==> config.mk <==
export PLATFORM = sky130hd
export DESIGN_NAME = bus_space_config
export DESIGN_NICKNAME = d
export VERILOG_FILES = /design/src/shared/bus_space_pkg.sv /design/src/rtl/pin_sync2.sv /design/src/rtl/bus_space_config.sv
export SDC_FILE = /design/constraint.sdc
export NUM_CORES = 1
export LEC_CHECK = 0
export BUFFER_PORTS_ARGS = -buffer_cell sky130_fd_sc_hd__buf_2
export CORE_MARGIN = 2
export CORE_UTILIZATION = 43
export DETAILED_ROUTE_END_ITERATION = 6
export PLACE_DENSITY = 0.75
export SLEW_MARGIN = 15
export SYNTH_ARGS = -nofsm -noshare
export SYNTH_HDL_FRONTEND = slang
export SYNTH_SLANG_ARGS = --single-unit
==> constraint.sdc <==
create_clock -name clk -period 2.1 [get_ports clk]
set_clock_uncertainty 0.05 [all_clocks]
set_input_delay 0.105 -clock clk [delete_from_list [all_inputs] [get_ports clk]]
set_output_delay 0.105 -clock clk [all_outputs]
set_load 0.005 [all_outputs]
==> src/shared/bus_space_pkg.sv <==
// Package for the external bus space configuration block.
// Holds register indices, field positions, reset values and the config carrier.
package bus_space_pkg;

    localparam int NUM_SPACES = 4;
    localparam int REG_WIDTH = 16;

    // Printed offsets are not all word multiples, so each is a register index.
    localparam logic [31:0] BUS_CONTROL_ONE_PRINTED = 32'hffff_8620;
    localparam logic [31:0] BUS_CONTROL_TWO_PRINTED = 32'hffff_8622;
    localparam logic [31:0] SPACE_CACHE_ENABLE_PRINTED = 32'hffff_8740;
    localparam logic [31:0] BLOCK_BASE_PRINTED = 32'hffff_8620;

    // Index relative to the block base; byte address on APB is four times it.
    localparam logic [9:0] IDX_BUS_CONTROL_ONE =
        10'(BUS_CONTROL_ONE_PRINTED - BLOCK_BASE_PRINTED);
    localparam logic [9:0] IDX_BUS_CONTROL_TWO =
        10'(BUS_CONTROL_TWO_PRINTED - BLOCK_BASE_PRINTED);
    localparam logic [9:0] IDX_SPACE_CACHE_ENABLE =
        10'(SPACE_CACHE_ENABLE_PRINTED - BLOCK_BASE_PRINTED);

    // Field positions.
    localparam int POS_DRAM_CACHEABLE = 4;
    localparam int POS_SPACE_CACHEABLE = 0;
    localparam int POS_MUXED_IO = 8;
    localparam int POS_WIDTH16 = 0;
    localparam int POS_IDLE_COUNT = 8;
    localparam int IDLE_COUNT_BITS = 2;
    localparam int POS_BACKTOBACK = 4;
    localparam int POS_STRETCH = 0;

    // Writable masks; everything outside reads as zero and ignores writes.
    localparam logic [15:0] MASK_BUS_CONTROL_ONE = 16'h010f;
    localparam logic [15:0] MASK_BUS_CONTROL_TWO = 16'hffff;
    localparam logic [15:0] MASK_SPACE_CACHE_ENABLE = 16'h001f;

    // Reset values.
    localparam logic [15:0] RST_BUS_CONTROL_ONE = 16'h000f;
    localparam logic [15:0] RST_BUS_CONTROL_TWO = 16'hffff;
    localparam logic [15:0] RST_SPACE_CACHE_ENABLE = 16'h0000;

    typedef enum logic [1:0] {
        ST_IDLE = 2'b01,
        ST_RESP = 2'b10
    } apb_state_t;

    typedef enum logic [1:0] {
        SEL_ONE,
        SEL_TWO,
        SEL_CACHE,
        SEL_NONE
    } reg_sel_t;

    // Settings handed to the bus timing logic.
    typedef struct packed {
        logic dram_space_cacheable;
        logic [NUM_SPACES-1:0] space_cacheable;
        logic space3_muxed_io;
        logic [NUM_SPACES-1:0] space_width16;
        logic [NUM_SPACES-1:0][IDLE_COUNT_BITS-1:0] space_idle_count;
        logic [NUM_SPACES-1:0] space_backtoback_idle;
        logic [NUM_SPACES-1:0] space_select_stretch;
    } bus_space_cfg_t;

endpackage : bus_space_pkg

==> src/rtl/pin_sync2.sv <==
// Two-flop synchroniser for a bundle of static mode pins.
// Assumes the pins are quasi-static straps sampled on clk.
`timescale 1ns/1ps
`default_nettype none
module pin_sync2 #(
    parameter int WIDTH = 2
) (
    input wire logic clk,
    input wire logic rst,
    input wire logic [WIDTH-1:0] pin_in,
    output logic [WIDTH-1:0] pin_out
);

    logic [WIDTH-1:0] meta_q;

    always_ff @(posedge clk or posedge rst) begin
        if (rst) begin
            meta_q <= '0;
            pin_out <= '0;
        end else begin
            meta_q <= pin_in;
            pin_out <= meta_q;
        end
    end

endmodule : pin_sync2
`default_nettype wire

==> src/rtl/bus_space_config.sv <==
// External bus space configuration registers behind an APB slave.
// Assumes an APB master on clk and asynchronous mode pins for space 0 width.
// The mode pins are board straps that may move at any time, so they pass two flops first.
// Lanes 2 and 3 of pstrb are ignored because every register is sixteen bits wide.
`timescale 1ns/1ps
`default_nettype none
module bus_space_config
    import bus_space_pkg::*;
#(
    parameter int ADDR_WIDTH = 12
) (
    input wire logic clk,
    input wire logic rst,
    input wire logic psel,
    input wire logic penable,
    input wire logic pwrite,
    input wire logic [ADDR_WIDTH-1:0] paddr,
    input wire logic [31:0] pwdata,
    input wire logic [3:0] pstrb,
    output logic [31:0] prdata,
    output logic pready,
    output logic pslverr,
    input wire logic rom_enabled_pin,
    input wire logic mode_width16_pin,
    output bus_space_cfg_t cfg
);

    localparam int SYNC_WIDTH = 2;
    // Registers sit on whole 32-bit words, so an address with nonzero low bits maps to no register.
    localparam int WORD_SHIFT = 2;

    logic [15:0] bus_one_q;
    logic [15:0] bus_two_q;
    logic [15:0] cache_q;
    apb_state_t state_q;
    logic [SYNC_WIDTH-1:0] pins_sync;
    logic rom_enabled;
    logic mode_width16;
    reg_sel_t sel;
    logic wr_fire;
    logic [15:0] wr_mask;
    bus_space_cfg_t cfg_d;

    // Decodes a byte address into a register; used for both reads and writes.
    function automatic reg_sel_t decode(input logic [ADDR_WIDTH-1:0] addr);
        logic [ADDR_WIDTH-1:0] idx;
        idx = addr >> WORD_SHIFT;
        if (addr[WORD_SHIFT-1:0] != '0) begin
            decode = SEL_NONE;
        end else if (idx == ADDR_WIDTH'(IDX_BUS_CONTROL_ONE)) begin
            decode = SEL_ONE;
        end else if (idx == ADDR_WIDTH'(IDX_BUS_CONTROL_TWO)) begin
            decode = SEL_TWO;
        end else if (idx == ADDR_WIDTH'(IDX_SPACE_CACHE_ENABLE)) begin
            decode = SEL_CACHE;
        end else begin
            decode = SEL_NONE;
        end
    endfunction : decode

    // Merges a write through the selected byte lanes and the writable mask.
    // Reserved bits are forced to zero here, so no write can ever set them.
    function automatic logic [15:0] merge_write(
        input logic [15:0] old_value,
        input logic [15:0] new_value,
        input logic [15:0] lanes,
        input logic [15:0] writable
    );
        merge_write = ((old_value & ~lanes) | (new_value & lanes)) & writable;
    endfunction : merge_write

    // Shapes the read word: the upper half and every reserved bit read as zero.
    function automatic logic [31:0] read_word(
        input reg_sel_t which,
        input logic [15:0] one_value,
        input logic [15:0] two_value,
        input logic [15:0] cache_value
    );
        case (which)
            SEL_ONE: read_word = {16'h0000, one_value & MASK_BUS_CONTROL_ONE};
            SEL_TWO: read_word = {16'h0000, two_value & MASK_BUS_CONTROL_TWO};
            SEL_CACHE: read_word = {16'h0000, cache_value & MASK_SPACE_CACHE_ENABLE};
            default: read_word = 32'h0000_0000;
        endcase
    endfunction : read_word

    pin_sync2 #(
        .WIDTH(SYNC_WIDTH)
    ) u_pin_sync (
        .clk(clk),
        .rst(rst),
        .pin_in({rom_enabled_pin, mode_width16_pin}),
        .pin_out(pins_sync)
    );

    assign rom_enabled = pins_sync[1];
    assign mode_width16 = pins_sync[0];
    assign sel = decode(paddr);
    // A write lands only on the edge where the master sees pready high.
    assign wr_fire = psel && penable && pwrite && pready && (sel != SEL_NONE);
    assign wr_mask = {{8{pstrb[1]}}, {8{pstrb[0]}}};

    // One wait state: pready rises in the second access cycle, from a flop.
    // Mapped or not, every access gets that same single wait, so a bad address never hangs.
    always_ff @(posedge clk or posedge rst) begin
        if (rst) begin
            state_q <= ST_IDLE;
            pready <= 1'b0;
        end else begin
            case (state_q)
                ST_IDLE: begin
                    if (psel && penable) begin
                        state_q <= ST_RESP;
                        pready <= 1'b1;
                    end
                end
                ST_RESP: begin
                    state_q <= ST_IDLE;
                    pready <= 1'b0;
                end
                default: begin
                    state_q <= ST_IDLE;
                    pready <= 1'b0;
                end
            endcase
        end
    end

    // The error flag rides with pready for an address that maps to no register.
    always_ff @(posedge clk or posedge rst) begin
        if (rst) begin
            pslverr <= 1'b0;
        end else if (state_q == ST_IDLE && psel && penable) begin
            pslverr <= (sel == SEL_NONE);
        end else begin
            pslverr <= 1'b0;
        end
    end

    // Read data is loaded together with pready and cleared afterwards.
    always_ff @(posedge clk or posedge rst) begin
        if (rst) begin
            prdata <= 32'h0000_0000;
        end else if (state_q == ST_IDLE && psel && penable && !pwrite) begin
            prdata <= read_word(sel, bus_one_q, bus_two_q, cache_q);
        end else begin
            prdata <= 32'h0000_0000;
        end
    end

    // First bus control register: multiplex enable and the four width bits.
    always_ff @(posedge clk or posedge rst) begin
        if (rst) begin
            bus_one_q <= RST_BUS_CONTROL_ONE;
        end else if (wr_fire && sel == SEL_ONE) begin
            // Reserved bits stay zero whatever is written.
            bus_one_q <= merge_write(bus_one_q, pwdata[15:0], wr_mask,
                MASK_BUS_CONTROL_ONE);
        end
    end

    // Second bus control register: idle counts, back-to-back idles and select stretch.
    always_ff @(posedge clk or posedge rst) begin
        if (rst) begin
            bus_two_q <= RST_BUS_CONTROL_TWO;
        end else if (wr_fire && sel == SEL_TWO) begin
            bus_two_q <= merge_write(bus_two_q, pwdata[15:0], wr_mask,
                MASK_BUS_CONTROL_TWO);
        end
    end

    // Cache enables; the undefined upper bits are held at zero for a stable read.
    always_ff @(posedge clk or posedge rst) begin
        if (rst) begin
            cache_q <= RST_SPACE_CACHE_ENABLE;
        end else if (wr_fire && sel == SEL_CACHE) begin
            cache_q <= merge_write(cache_q, pwdata[15:0], wr_mask,
                MASK_SPACE_CACHE_ENABLE);
        end
    end

    // Next settings, gathered from the registers and the synchronised mode pins.
    always_comb begin
        cfg_d = '0;
        cfg_d.dram_space_cacheable = cache_q[POS_DRAM_CACHEABLE];
        cfg_d.space3_muxed_io = bus_one_q[POS_MUXED_IO];
        for (int i = 0; i < NUM_SPACES; i++) begin
            cfg_d.space_cacheable[i] = cache_q[POS_SPACE_CACHEABLE + i];
            cfg_d.space_idle_count[i] =
                bus_two_q[POS_IDLE_COUNT + IDLE_COUNT_BITS*i +: IDLE_COUNT_BITS];
            cfg_d.space_backtoback_idle[i] = bus_two_q[POS_BACKTOBACK + i];
            cfg_d.space_select_stretch[i] = bus_two_q[POS_STRETCH + i];
            cfg_d.space_width16[i] = bus_one_q[POS_WIDTH16 + i];
        end
        // Without on-chip ROM the board strap fixes the space 0 width, so software
        // cannot change the width of the space that the device boots from.
        if (!rom_enabled) begin
            cfg_d.space_width16[0] = mode_width16;
        end
    end

    // The settings are re-registered so the timing logic sees flop outputs.
    // A change reaches the timing logic one clock after the register write, so a
    // bus cycle already under way must latch what it needs when it starts.
    always_ff @(posedge clk or posedge rst) begin
        if (rst) begin
            cfg <= '0;
        end else begin
            cfg <= cfg_d;
        end
    end

endmodule : bus_space_config
`default_nettype wire

# [Word level (Yosys, flattened, before mapping)]
# Cells that the tools add are included.
[totals] register_bits=92 output_inout_bits=60 inputBits=55 elab_cells=61
[classes] muxes=12 bitwise=8 reduce_logical=14 n_eq_ne=8
[op_table] op="$pmux W16 S3" count=1
[op_table] op="$and A16 B16 Y16" count=2
[op_table] op="$mux W32" count=1
[op_table] op="$not A16 Y16" count=1
[op_table] op="$or A16 B16 Y16" count=1
[op_table] op="$logic_not A12 Y1" count=1
[op_table] op="$eq A10 B2 Y1 const B" count=1
[op_table] op="$eq A10 B9 Y1 const B" count=1
[op_table] op="$logic_and A1 B1 Y1" count=10
[op_table] op="$mux W2" count=5
[op_table] op="$and A9 B9 Y9" count=1
[op_table] op="$or A9 B9 Y9" count=1
[op_table] op="$and A5 B5 Y5" count=1
[op_table] op="$mux W1" count=5
[op_table] op="$or A5 B5 Y5" count=1
[op_table] op="$eq A2 B1 Y1 const B" count=2
[op_table] op="$eq A2 B2 Y1 const B" count=2
[op_table] op="$ne A2 B2 Y1 const B" count=2
[op_table] op="$logic_not A2 Y1" count=1
[op_table] op="$reduce_bool A2 Y1" count=1
[op_table] op="$logic_not A1 Y1" count=1

# [Longest topological paths before layout]
[logic_depth] word_depth=8 mapped_depth=5 mapped_depth_nobuf=4

# [Hierarchy]
# From an unflattened synthesis, not the netlist that was laid out.
[hier_totals] cells_unflattened=190 area_unflattened_um2=2817.7
[modules_own_cells] module="bus_space_config" n_inst=1 seq_area_each_um2=1803.0 area_each_um2=2713.9 cells_per_inst=185
[modules_own_cells] module="pin_sync2" n_inst=1 seq_area_each_um2=100.1 area_each_um2=103.8 cells_per_inst=5

# [Least setup slack after synthesis]
# No wires, ideal clock.
[synth_timing] path_kind="flip-flop to flip-flop" start="reg pready" end="reg with a tool-made name" required_ns=1.968 arrival_ns=1.370 stages_incl_launch_ff=5 period_less_slack_ns=1.502 path_buffers=0 setup_ns=0.082 path_slack_ns=0.598 path_cell_list="dfrtp_1 and4_1 nand2_1 nor3_4 mux2_2"
[synth_lines] item="start: declaration" line="bus_space_config.sv:21" text="output logic pready,"
[synth_lines] item="start signal: assignment" line="bus_space_config.sv:108" text="pready <= 1'b0;"
[synth_lines] item="start signal: assignment" line="bus_space_config.sv:114" text="pready <= 1'b1;"
[synth_lines] item="start signal: assignment" line="bus_space_config.sv:119" text="pready <= 1'b0;"

==> results.toml <==
[status]
outcome = "finished clean"

[place]
gp_congestion = 0.705
postPlaceCellArea_mm2 = 0.00321
place.port_buffers = 80
dp.final_hpwl_mm = 3.46

[grt]
antenna_found_initial = 0
grt.overflow.total = 0
grt_first_pass_wirelength_mm = 8.37
grt_max_degree = 51
grt_pass1_vias = 1724
groute.usage.overall_pct = 15.5

[setup_path]
r2r-start = "pready"
cp-end-kind = "flop"
cp_max_fo = 8
setup.worst_path.class = "reg2reg"
rrSetupSlack_ns = 0.37
worstRegToRegCells = 4
arrival_ns = 1.94
critical_path_required_ns = 2.31
start_kind = "flop"

[timing]
drv_slew = 0
period_share_pct = 82.3
fin_crit_ns = 1.73
setup_viol = 0
max_freq_mhz = 578
setup_tns_ns = 0
worstMarginPinSlew_ns = 0.555
relSlewSlack_pct = 63.0
rsz0062_at_grt = "false"
finalHoldViolCount = 0

[synthesis]
yosys_warnings = 0
ys_seq_area_share_pct = 68.9
ys_top_cells_by_area = "dfrtp_1 (49%), dfstp_2 (20%), mux2_2 (11%)"
yosys.area.top_type = "dfrtp_1"
syn_avg_cell_area_um2 = 15.5
yosysUniqueCellTypes = 25
synth_top_area_share_pct = 49.0
mappedNetlistArea_mm2 = 0.00276
synthCells = 178
ys_ff_latch = 75

[clocking]
clock_path_buffers = 2
insertion_delay_ns = 0.33
htree_levels = 3
cts_hold_buf = 19
clkTransAtPathRegs_ns = 0.07
cts_root_buf = "clkbuf_8"
postCtsResizedCells = 0
cts_made_buffers = 9
post-cts-setup-buffer-count = 0
cts_sinks = 75
cts_tree = "built"

[routing]
via_count = 1662
wl_mm = 5.05
routed_via_density = 4.50
postRouteAntennaNets = 0
wl_per_cell_um = 13.7
drt_iter0_drc = 56
drcViolationCount = 0
first_pass_iters = 4

[power]
ir_drop_mv = 0.428
powerDensity_mw_per_mm2 = 756
p_total_uw = 2730
p_leak_uw = 0.00191

[layout]
final_common_cell = "buf_2"
mostFrequentLayoutCells = "buf_2 (80), dfrtp_1 (54), mux2_2 (26), dfstp_2 (21), dlygate4sd3_1 (19)"
fin_nets = 342
area_growth_pct = 31.1
final_area_mm2 = 0.00362
drive_gt1_share_pct = 54.8
diodes = 0
fillCellCount = 511

[hold_path]
hold_class = "in2reg"
hp-start = "paddr[10]"
whs_path_depth = 3
hold_path_end = "prdata[8]"

[run]
maxCapViolations = 0

[die]
die_area_mm2 = 0.00708
rows = 29
die_h_um = 84.1
core-area_mm2 = 0.00628
ios = 115
initial_utilization_pct = 44.0
die_w_um = 84.1
==> worst max path at each step <==
stage,cells after the start,from,endpoint
6_report,4,pready,flop
4_1_cts,4,pready,flop
3_3_place_gp,5,paddr[5],flop
2_1_floorplan,1,rst,asynchronous set/reset pin
5_1_grt,4,pready,flop
3_5_place_dp,5,paddr[5],flop
==> cell usage after synthesis, drive strengths merged <==
cell type	number
mux2	27
inv	2
buf	18
dfrtp	54
conb	1
nor3	5
nor4	4
or2	2
and2	10
a21oi	5
nand4b	1
mux2i	5
a32oi	1
dfstp	21
nand2	4
or3	1
and4	1
clkbuf	1
nor2	13
nand3	2
==> through the flow <==
stage | instances | hold WS (ns) | setup slack, ns | util, %
after detailed placement | 334 | 0.145 | 0.295 | 51.2
after global routing | 369 | 0.164 | 0.248 | 57.6
after CTS | 369 | 0.164 | 0.330 | 57.6
after floorplan | 193 | 0.0864 | 0.0698 | -
after global placement | 334 | 0.130 | 0.312 | 51.2
final | 369 | 0.174 | 0.371 | 57.6
==> kinds of logic (layout without fill, tap and decap cells) <==
family,after synthesis,after routing,synth area share (%)
multiplexers,32,32,12.8
other,1,16,0.136
AO/OA/AOI/OAI,6,6,1.22
buffers and inverters,21,120,5.12
flip-flops,75,75,68.9
AND/OR/NAND/NOR,43,43,11.7
==> worst max-delay path, cell delays in order (launching register included) <==
cell	delay, ns
dfrtp_1	0.36
and4_1	0.21
nand2_1	0.20
nor3_4	0.44
mux2_2	0.40
==> routing by layer <==
metal / wire [um] / global-route usage [%] / vias to the layer above
li1: - / - / 786
met1: 2190 / 19.3 / 809
met2: 2510 / 24.9 / 59
met3: 249 / 5.14 / 8
met4: 101 / 6.60 / 0
met5: 0 / 0 / -
==> report_power, final <==
part	internal (uW)	switching (uW)	leakage [uW]
clock network	642	496	0.000108
registers	1450	2.85	0.000960
logic	62.9	74.9	0.000845
==> final cells by class <==
| cell class | instances | area (um2) | share of cell area (%) |
|---|---|---|---|
| clock buffers | 12 | 165 | 4.57 |
| repair buffers | 102 | 626 | 17.3 |
| well taps | 77 | 96.3 | 2.66 |
| clock inverters | 4 | 47.5 | 1.31 |
| flip-flops and latches | 75 | 1900 | 52.6 |
| inverters | 2 | 7.51 | 0.208 |
| multi-input cells | 97 | 772 | 21.3 |
Note: power is estimated with default switching activity, not from simulation.
